[src/rtl/efs_regs.svh]
`ifndef EFS_REGS_SVH
`define EFS_REGS_SVH
// largest ep0 data packet in bytes
`define EFS_PKT_MAX      16'h0040
// last setup byte index and requested-length byte positions
`define EFS_SETUP_LAST   3'h7
`define EFS_WLEN_LO      3'h6
`define EFS_WLEN_HI      3'h7
// endpoint index of the shared ep0 stall bit
`define EFS_EP0_IDX      4'h0
// ep0 control/status field positions
`define EFS_STALL_BIT    0
`define EFS_HANDSHAKE_NAK_HOLD_BIT    1
`define EFS_AUTO_BIT     2
// reset values
`define EFS_PTR_RST      16'h0000
`define EFS_CS_RST       8'h00
`endif

[src/rtl/efs_pkg.sv]
package efs_pkg;
  // token identifiers as seen by the serial engine
  typedef enum logic [1:0] {
    PID_OUT   = 2'h0,
    PID_IN    = 2'h1,
    PID_SETUP = 2'h2
  } efs_pid_e;

  // answer to a token; HS_DATA sends the auto descriptor packet
  typedef enum logic [1:0] {
    HS_ACK   = 2'h0,
    HS_NAK   = 2'h1,
    HS_STALL = 2'h2,
    HS_DATA  = 2'h3
  } efs_hs_e;

  // decoded token: pid, direction (1 = in) and endpoint number
  typedef struct packed {
    efs_pid_e   pid;
    logic       dir_in;
    logic [2:0] num;
  } efs_tok_s;

  // descriptor sequencer, gray along idle-len-fetch-data-status
  typedef enum logic [2:0] {
    ST_IDLE  = 3'h0,
    ST_LEN   = 3'h1,
    ST_FETCH = 3'h3,
    ST_DATA  = 3'h2,
    ST_STAT  = 3'h6
  } efs_state_e;
endpackage : efs_pkg

[src/rtl/efs_ep0_core.sv]
`timescale 1ns/100ps
`include "efs_regs.svh"
module efs_ep0_core import efs_pkg::*; (
  input  wire logic       clk,                  // 10 MHz core clock
  input  wire logic       sys_rst,              // sync reset, high
  input  wire logic       tok_valid,            // token strobe
  input  wire efs_tok_s   tok,                  // token with endpoint
  input  wire logic [15:0] ep_iso,              // endpoint is isochronous
  input  wire logic [15:0] ep_ready,            // buffer ready to ack
  input  wire logic       xfer_done,            // data packet completed
  input  wire logic [3:0] xfer_ep,              // {dir_in, num} of it
  input  wire logic       setup_byte_valid,     // setup byte strobe
  input  wire logic [7:0] setup_byte,           // setup byte value
  input  wire logic       in_ack,               // host acked ep0 in pkt
  input  wire logic       fw_stall_set,         // firmware sets stall
  input  wire logic       fw_stall_clr,         // firmware clears stall
  input  wire logic [3:0] fw_ep,                // {dir_in, num} target
  input  wire logic       fw_toggle_rst,        // reset toggle to DATA0
  input  wire logic       fw_nak_release,       // write 1 to hold bit
  input  wire logic       fw_ptr_hi_wr,         // write pointer high
  input  wire logic       fw_ptr_lo_wr,         // write pointer low
  input  wire logic [7:0] fw_ptr_byte,          // pointer write data
  input  wire logic       fw_rwu_set,           // set wakeup enable
  input  wire logic       fw_rwu_clr,           // clear wakeup enable
  input  wire logic [2:0] setup_rd_idx,         // setup ram read index
  input  wire logic [7:0] desc_rd_data,         // descriptor ram data
  output logic            hs_valid,             // answer strobe
  output efs_hs_e         hs_code,              // answer kind
  output logic [15:0]     in_pkt_addr,          // auto packet start
  output logic [6:0]      in_pkt_len,           // auto packet length
  output logic            desc_rd_en,           // descriptor ram read
  output logic [15:0]     desc_rd_addr,         // descriptor ram addr
  output logic            setup_data_avail_irq, // setup stored pulse
  output logic            ep0_in_done_irq,      // ep0 in acked pulse
  output logic [15:0]     ep_stall,             // stall per endpoint
  output logic [15:0]     data_pid_odd,         // 1 = next is DATA1
  output logic [7:0]      ep0_control_status,   // ep0 status byte
  output logic [7:0]      setup_rd_data,        // setup ram read data
  output logic            remote_wakeup_enable  // host wakeup permit
);
  // ep0 shares one stall bit between directions
  function automatic logic [3:0] stall_idx(input logic [3:0] e);
    stall_idx = (e[2:0] == 3'h0) ? `EFS_EP0_IDX : e;
  endfunction : stall_idx

  efs_state_e  state_q;
  logic [7:0]  setup_packet_ram [8];
  logic [2:0]  sb_cnt_q;
  logic [15:0] setup_data_pointer;
  logic [7:0]  setup_data_pointer_high;
  logic [15:0] remain_q;
  logic [15:0] stall_q;
  logic [15:0] tog_q;
  logic        handshake_nak_hold;
  logic [3:0]  tok_ep;
  logic [3:0]  tok_si;
  logic [3:0]  fw_si;
  logic        ep0_setup;
  logic        ep0_tok;
  logic [15:0] wlen;
  logic [15:0] dlen;
  logic [15:0] cur_len;

  // token decode
  assign tok_ep    = {tok.dir_in, tok.num};
  assign tok_si    = stall_idx(tok_ep);
  assign fw_si     = stall_idx(fw_ep);
  assign ep0_tok   = tok_valid && (tok.num == 3'h0);
  assign ep0_setup = ep0_tok && (tok.pid == PID_SETUP);
  assign wlen = {setup_packet_ram[`EFS_WLEN_HI],
                 setup_packet_ram[`EFS_WLEN_LO]};
  assign dlen = {8'h00, desc_rd_data};
  // cap each packet at the ep0 buffer size
  assign cur_len = (remain_q > `EFS_PKT_MAX) ? `EFS_PKT_MAX : remain_q;

  // setup bytes land in ram; irq only after the last one
  always_ff @(posedge clk) begin
    if (sys_rst) begin
      sb_cnt_q             <= 3'h0;
      setup_data_avail_irq <= 1'b0;
    end else begin
      setup_data_avail_irq <= setup_byte_valid &&
                              (sb_cnt_q == `EFS_SETUP_LAST);
      if (ep0_setup) begin
        sb_cnt_q <= 3'h0;
      end else if (setup_byte_valid) begin
        setup_packet_ram[sb_cnt_q] <= setup_byte;
        sb_cnt_q <= sb_cnt_q + 3'h1;
      end
    end
  end

  // firmware read port of the setup ram
  always_ff @(posedge clk) begin
    if (sys_rst) begin
      setup_rd_data <= 8'h00;
    end else begin
      setup_rd_data <= setup_packet_ram[setup_rd_idx];
    end
  end

  // stall bits; a firmware set wins over any clear
  for (genvar i = 0; i < 16; i++) begin : g_stall
    always_ff @(posedge clk) begin
      if (sys_rst) begin
        stall_q[i] <= 1'b0;
      end else if (fw_stall_set && fw_si == 4'(i)) begin
        stall_q[i] <= 1'b1;
      end else if (fw_stall_clr && fw_si == 4'(i)) begin
        stall_q[i] <= 1'b0;
      end else if (i == 0 && ep0_setup) begin
        stall_q[i] <= 1'b0;
      end
    end
  end
  assign ep_stall = stall_q;

  // data toggles flip per good packet; setup forces DATA1
  for (genvar i = 0; i < 16; i++) begin : g_tog
    always_ff @(posedge clk) begin
      if (sys_rst) begin
        tog_q[i] <= 1'b0;
      end else if (ep0_setup && (i == 0 || i == 8)) begin
        tog_q[i] <= 1'b1;
      end else if (fw_toggle_rst && fw_ep == 4'(i)) begin
        tog_q[i] <= 1'b0;
      end else if (xfer_done && xfer_ep == 4'(i)) begin
        tog_q[i] <= ~tog_q[i];
      end
    end
  end
  assign data_pid_odd = tog_q;

  // hold bit: setup sets it, firmware writes 1 to release
  always_ff @(posedge clk) begin
    if (sys_rst) begin
      handshake_nak_hold <= 1'b0;
    end else if (ep0_setup) begin
      handshake_nak_hold <= 1'b1;
    end else if (fw_nak_release) begin
      handshake_nak_hold <= 1'b0;
    end
  end

  // wakeup enable belongs to firmware; set wins over clear
  always_ff @(posedge clk) begin
    if (sys_rst) begin
      remote_wakeup_enable <= 1'b0;
    end else if (fw_rwu_set) begin
      remote_wakeup_enable <= 1'b1;
    end else if (fw_rwu_clr) begin
      remote_wakeup_enable <= 1'b0;
    end
  end

  // ep0 status byte mirrors the control bits
  always_ff @(posedge clk) begin
    if (sys_rst) begin
      ep0_control_status <= `EFS_CS_RST;
    end else begin
      ep0_control_status <= `EFS_CS_RST;
      ep0_control_status[`EFS_STALL_BIT] <= stall_q[0];
      ep0_control_status[`EFS_HANDSHAKE_NAK_HOLD_BIT] <= handshake_nak_hold;
      ep0_control_status[`EFS_AUTO_BIT]  <= (state_q != ST_IDLE);
    end
  end

  // token answers; iso endpoints get none at all
  always_ff @(posedge clk) begin
    if (sys_rst) begin
      hs_valid    <= 1'b0;
      hs_code     <= HS_NAK;
      in_pkt_addr <= `EFS_PTR_RST;
      in_pkt_len  <= 7'h00;
    end else begin
      hs_valid <= tok_valid && !ep_iso[tok_ep];
      if (tok.pid == PID_SETUP) begin
        hs_code <= HS_ACK;
      end else if (stall_q[tok_si]) begin
        hs_code <= HS_STALL;
      end else if (tok.num == 3'h0 && state_q == ST_DATA &&
                   tok.pid == PID_IN) begin
        hs_code     <= HS_DATA;
        in_pkt_addr <= setup_data_pointer;
        in_pkt_len  <= cur_len[6:0];
      end else if (tok.num == 3'h0 && state_q == ST_STAT &&
                   tok.pid == PID_OUT) begin
        hs_code <= HS_ACK;
      end else if (tok.num == 3'h0 &&
                   (state_q != ST_IDLE || handshake_nak_hold)) begin
        hs_code <= HS_NAK;
      end else begin
        hs_code <= ep_ready[tok_ep] ? HS_ACK : HS_NAK;
      end
    end
  end

  // pointer high byte is only stored; low byte starts a run
  always_ff @(posedge clk) begin
    if (sys_rst) begin
      setup_data_pointer_high <= 8'h00;
    end else if (fw_ptr_hi_wr) begin
      setup_data_pointer_high <= fw_ptr_byte;
    end
  end

  // descriptor sequencer; unacked packets resend from same ptr
  always_ff @(posedge clk) begin
    if (sys_rst) begin
      state_q            <= ST_IDLE;
      setup_data_pointer <= `EFS_PTR_RST;
      remain_q           <= 16'h0000;
      desc_rd_en         <= 1'b0;
      desc_rd_addr       <= `EFS_PTR_RST;
    end else begin
      desc_rd_en <= 1'b0;
      if (ep0_setup) begin
        state_q <= ST_IDLE;
      end else if (fw_ptr_lo_wr) begin
        setup_data_pointer <= {setup_data_pointer_high, fw_ptr_byte};
        desc_rd_addr       <= {setup_data_pointer_high, fw_ptr_byte};
        desc_rd_en         <= 1'b1;
        state_q            <= ST_LEN;
      end else begin
        case (state_q)
          ST_LEN: begin
            state_q <= ST_FETCH;
          end
          ST_FETCH: begin
            remain_q <= (wlen < dlen) ? wlen : dlen;
            state_q  <= ST_DATA;
          end
          ST_DATA: begin
            if (in_ack) begin
              setup_data_pointer <= setup_data_pointer + cur_len;
              remain_q           <= remain_q - cur_len;
              if (remain_q == cur_len && cur_len != `EFS_PKT_MAX) begin
                state_q <= ST_STAT;
              end
            end
          end
          ST_STAT: begin
            if (ep0_tok && tok.pid == PID_OUT) begin
              state_q <= ST_IDLE;
            end
          end
          default: begin
            state_q <= ST_IDLE;
          end
        endcase
      end
    end
  end

  // ep0 in irq keeps firing during the automatic stage
  always_ff @(posedge clk) begin
    if (sys_rst) begin
      ep0_in_done_irq <= 1'b0;
    end else begin
      ep0_in_done_irq <= in_ack;
    end
  end
endmodule : efs_ep0_core

[config.mk]
export PLATFORM = sky130hd
export DESIGN_NAME = efs_ep0_core
export DESIGN_NICKNAME = d
export VERILOG_FILES = /design/src/rtl/efs_pkg.sv /design/src/rtl/efs_ep0_core.sv
export VERILOG_INCLUDE_DIRS = /design/src /design/src/rtl
export SDC_FILE = /design/constraint.sdc
export NUM_CORES = 1
export LEC_CHECK = 0
export ABC_AREA = 1
export BUFFER_PORTS_ARGS = -buffer_cell sky130_fd_sc_hd__buf_2
export CAP_MARGIN = 20
export CORE_AREA = 2 2 148 150
export CTS_BUF_LIST = sky130_fd_sc_hd__clkbuf_16
export CTS_CLUSTER_SIZE = 24
export DETAILED_ROUTE_END_ITERATION = 10
export DIE_AREA = 0 0 150 152
export PLACE_DENSITY = 0.66
export SYNTH_ARGS = -nofsm -noshare
export SYNTH_HDL_FRONTEND = slang
export SYNTH_SLANG_ARGS = --single-unit
[constraint.sdc]
create_clock -name clk -period 3.5 [get_ports clk]
set_input_delay 1.05 -clock clk [delete_from_list [all_inputs] [get_ports clk]]
set_output_delay 1.05 -clock clk [all_outputs]
set_load 0.02 [all_outputs]
# After elaboration in Yosys (flattened, before gate mapping)
# Memory sizes are Yosys's and may differ from the RTL's. A register that Yosys moved wholly into a read port is not among the register bits.
# Index checks and enable logic that the tools add are counted.
# op_classes
addsub,3
order_cmp,4
eq_ne,60
mux,74
n_bitwise,20
n_reduce_logical,130
# op_table
operator,count
$eq 4x4->1 const B,24
$mux 16,6
$logic_and 1x1->1,75
$mux 1,56
$eq 4x3->1 const B,12
$reduce_bool 2->1,20
$pmux 16 s2,1
$reduce_or 2->1,16
$eq 4x2->1 const B,6
$not 1->1,20
$add 16x16->16,1
$eq 16x16->1,1
$gt 16x7->1 const B,1
$lt 16x8->1,1
$ne 16x7->1 const B,1
$sub 16x16->16,1
$bmux 1 s4,3
$eq 4x1->1 const B,3
$logic_not 4->1,3
$pmux 3 s4,1
$reduce_and 3->1,4
$reduce_bool 3->1,4
$lt 4x5->1 const B,2
$mux 3,3
19 further kinds,26
# totals
ff_bits,133
ramBits,64
output_inout_bits,94
word_cells,343
mem_count,1
# memory_table
memory,depth,width,rd,rd_ports_with_merged_regs,write_ports,line_no,text
setup_packet_ram,8,8,3,1,1,efs_ep0_core.sv:47,logic [7:0] setup_packet_ram [8];

# Longest topological paths before layout
# depth
ltp_word,8
depth_mapped,17
depth_no_buf,17

# Worst setup path after synthesis
# Ideal clock, no wire load.
# synth_timing
kind,flip-flop to flip-flop
startpoint,register remain_q[10]
endpoint,register setup_data_pointer[12]
setup_time_ps,70
arrival_time_ps,2588
required_ps,3430
setup_slack_ps,842
path_stages_with_launch,17
cell_sequence,dfxtp_1 nor2_1 nand3_1 nor2_1 nand2_1 clkbuf_1 nor2_1 ha_1 inv_1 fa_1 o21ai_0 nand4_1 nand3_1 a21oi_1 o21ai_0 nand2_1 a21oi_1
# synth_via
elab_chain_cells,6
# synth_rtl
element,line_no,text
"start, declared",efs_ep0_core.sv:51,logic [15:0] remain_q;
"start signal, assigned",efs_ep0_core.sv:230,remain_q <= (wlen < dlen) ? wlen : dlen;
"start signal, assigned",efs_ep0_core.sv:236,remain_q <= remain_q - cur_len;
$gt 16x7->1 (no line),--,
$mux 16,efs_ep0_core.sv:74,assign cur_len = (remain_q > `EFS_PKT_MAX) ? `EFS_PKT_MAX : remain_q;
named net cur_len[0],efs_ep0_core.sv:62,logic [15:0] cur_len;
$add 16x16->16,efs_ep0_core.sv:235,setup_data_pointer <= setup_data_pointer + cur_len;
$mux 16,efs_ep0_core.sv:234,if (in_ack) begin
$mux 16,efs_ep0_core.sv:225,case (state_q)
$mux 16,efs_ep0_core.sv:219,end else if (fw_ptr_lo_wr) begin
"end signal, assigned",efs_ep0_core.sv:211,setup_data_pointer <= `EFS_PTR_RST;
"end signal, assigned",efs_ep0_core.sv:220,"setup_data_pointer <= {setup_data_pointer_high, fw_ptr_byte};"
"end signal, assigned",efs_ep0_core.sv:235,
"end, declared",efs_ep0_core.sv:49,logic [15:0] setup_data_pointer;
# The timed path passes the listed nets, and every way through them passes these cells. The select of a mux whose other input is x is not followed.
# A chain may end at the register's enable or synchronous reset.

# Worst setup path in the final report
# Ends and elaborated chain as after synthesis.

==> flow_summary.yaml <==
power:
  p_per_area_mw_per_mm2: 464
  ir_drop_uv: 324
  p_leak_nw: 4.92
drt:
  drc: 0
  vias: 8838
  wl_met1_um: 10800
  highest_layer: "met4"
  met2WireLength_um: 12400
  drt_iter0_drc: 693
  vias_per_cell: 5.22
  wl_per_cell_um: 14.9
  wl_met3_um: 1510
  drt_wl_total_um: 25300
  first_pass_iters: 6
  ant_nets: 0
synth:
  syn-cell-area_mm2: 0.00959
  synth.most_common_cell: "nand2_1"
  synth_warnings: 0
  yosysUniqueCellTypes: 45
  synth_edf_count: 64
  ys_seq_elements: 200
  synthTopCellsByCount: "222 x nand2_1, 190 x nor2_1, 136 x dfxtp_1"
  async_flop_share_pct: 0
  avgSynthCellArea_um2: 7.83
  netlist_top_cells_area: "dfxtp_1 28%, edfxtp_1 20%, nand2_1 8.7%"
  synth_top_area_share_pct: 28.4
  synth-seq-area-share_pct: 48.4
  netlist_instances: 1225
  yosys.area.top_type: "dfxtp_1"
  synth_top_flop_cell: "dfxtp_1"
final_layout:
  fin_util_pct: 53.5
  drive_gt1_share_pct: 17.1
  syn_to_final_growth_pct: 19.1
  num-fill-cells: 2057
  final_nets: 1511
  final_cells: 1692
sta:
  setup-tns-final_ps: 0
  tightest_slew_ps: 663
  hold_viol_final: 0
  whs_ps: 462
  final.min_clock_period_ps: 3020
  period_share_pct: 86.3
  slew_violations: 0
  skew_ps: 11.2
  fmax_mhz: 331
  setup_slack_ps: 481
  setup_viol: 0
  rsz0062_at_grt: "false"
  max_slew_margin_pct: 55.7
clock_tree:
  cts_inserted_buffers: 17
  clk_pin_slew_ps: 90
  postCtsResizedCells: 0
  cts_setup_buffers: 0
  cts_root_buf: "clkbuf_16"
  cts_num_sinks: 200
  hold_buffers: 0
  cts_tree: "done"
  cts.htree.levels: 4
  worstSkewPairLatency_ps: 440
  clockBufferDepth: 2
run:
  maxCapViolCount: 0
critical_path:
  worstPathRequired_ps: 3870
  cp-end-kind: "flop"
  cp_max_fo: 5
  cp-start-kind: "flop"
  worst_ep_arrival_time_ps: 3390
  critPathKind: "flop to flop"
placed_design:
  post-place-ws_ps: 421
  hpwl_um: 18500
  portBuffers: 175
  numPlacedInstances: 1659
  finalWeightedCongestion: 0.879
floorplanning:
  fp.dieW_um: 150
  io_pins: 181
  std_cell_rows: 54
  start_util_pct: 44.9
  die_area_mm2: 0.0228
  dieHeight_um: 152
  core_region_area_mm2: 0.0214
global_routing:
  overflow: 0
  grt_max_degree: 37
  grt_pass1_vias: 8393
  track_usage_pct: 22.6
  grt_antenna_before_repair: 2
  grt_pass1_wl_um: 41300
min_path:
  min_path_type: "flop to flop"
status:
  status: "completed"
==> metal layers <==
layer	vias up	track usage, %
li1	4492	-
met1	4005	28.8
met2	294	38.4
met3	47	4.38
met4	0	7.10
met5	-	0
==> cells by family (layout without fill, tap and decap cells) <==
kind of cell,Yosys count,after routing,synth area share [%]
xor+xnor,8,8,0.731
compound gates,328,328,18.8
simple gates,503,503,21.7
flops,200,200,48.4
fa+ha+maj,26,26,3.47
other cells,2,15,0.0783
buf+inv,158,332,6.72
==> through the flow <==
stage               total power [mW]  instance area, um^2
floorplan                       3.00                 9630
finish                          5.30                11400
global placement                3.22                10800
detailed placement              3.23                10800
CTS                             5.34                11400
global route                    5.53                11400
==> worst paths after layout <==
path | start | to | slack [ps] | cells past startpoint
max | remain_q[10] | setup_data_pointer[12] | 480 | 15
min | data_pid_odd[15] | data_pid_odd[15] | 460 | 1
max reg2reg | remain_q[10] | setup_data_pointer[12] | 480 | 15
min reg2reg | data_pid_odd[15] | data_pid_odd[15] | 460 | 1
==> state kept, by name, indices dropped and copies added, names as in the netlist, 2 cells and up <==
register / count
setup_packet_ram: 64
data_pid_odd: 16
desc_rd_addr: 16
ep_stall: 16
in_pkt_addr: 16
remain_q: 16
setup_data_pointer: 16
setup_data_pointer_high: 8
setup_rd_data: 8
in_pkt_len: 7
ep0_control_status: 3
sb_cnt_q: 3
state_q: 3
hs_code: 2
==> worst max-delay path, cell delays in order, from the launching register on <==
cell and delay [ps]:
dfxtp_1 350, nor2_1 200, nand3_1 110, nor2_1 190, nand2_1 160, nor2_1 230
ha_1 230, inv_1 60, fa_1 410, o21ai_0 400, nand4_1 130, nand3_1 130
a21oi_1 60, o21ai_0 100, nand2_1 80, a21oi_1 110
==> cells in the final DEF, fill, tap and decap left out, types with 6 or more instances in the layout <==
cell,Yosys,final
nand2_1,222,222
nor2_1,190,190
buf_2,8,175
dfxtp_1,136,136
a21oi_1,130,130
o21ai_0,130,130
inv_1,98,98
edfxtp_1,64,64
nand3_1,63,63
ha_1,25,25
buf_4,7,20
clkbuf_16,0,17
conb_1,2,14
o22ai_1,13,13
a31oi_1,11,11
a221oi_1,8,8
nor3_1,7,7
o211ai_1,7,7
o21ai_1,6,6
a211o_1,6,6
==> power breakdown <==
group	internal, mW	switching [mW]	leakage [nW]
clock	1.03	1.09	0.319
sequential	2.46	0.0512	1.69
combinational	0.226	0.445	2.92
==> cell type report <==
type,count,area [um^2],share of cell area [%]
Antenna cell,1,2.50,0.0219
Timing Repair Buffer,195,1030,8.99
Multi-Input combinational cell,879,4340,38.0
Tap cell,280,350,3.07
Clock buffer,17,425,3.73
Sequential cell,200,4640,40.7
Inverter,105,394,3.45
Clock inverter,15,230,2.02
Power figures use the tool's default switching activity.
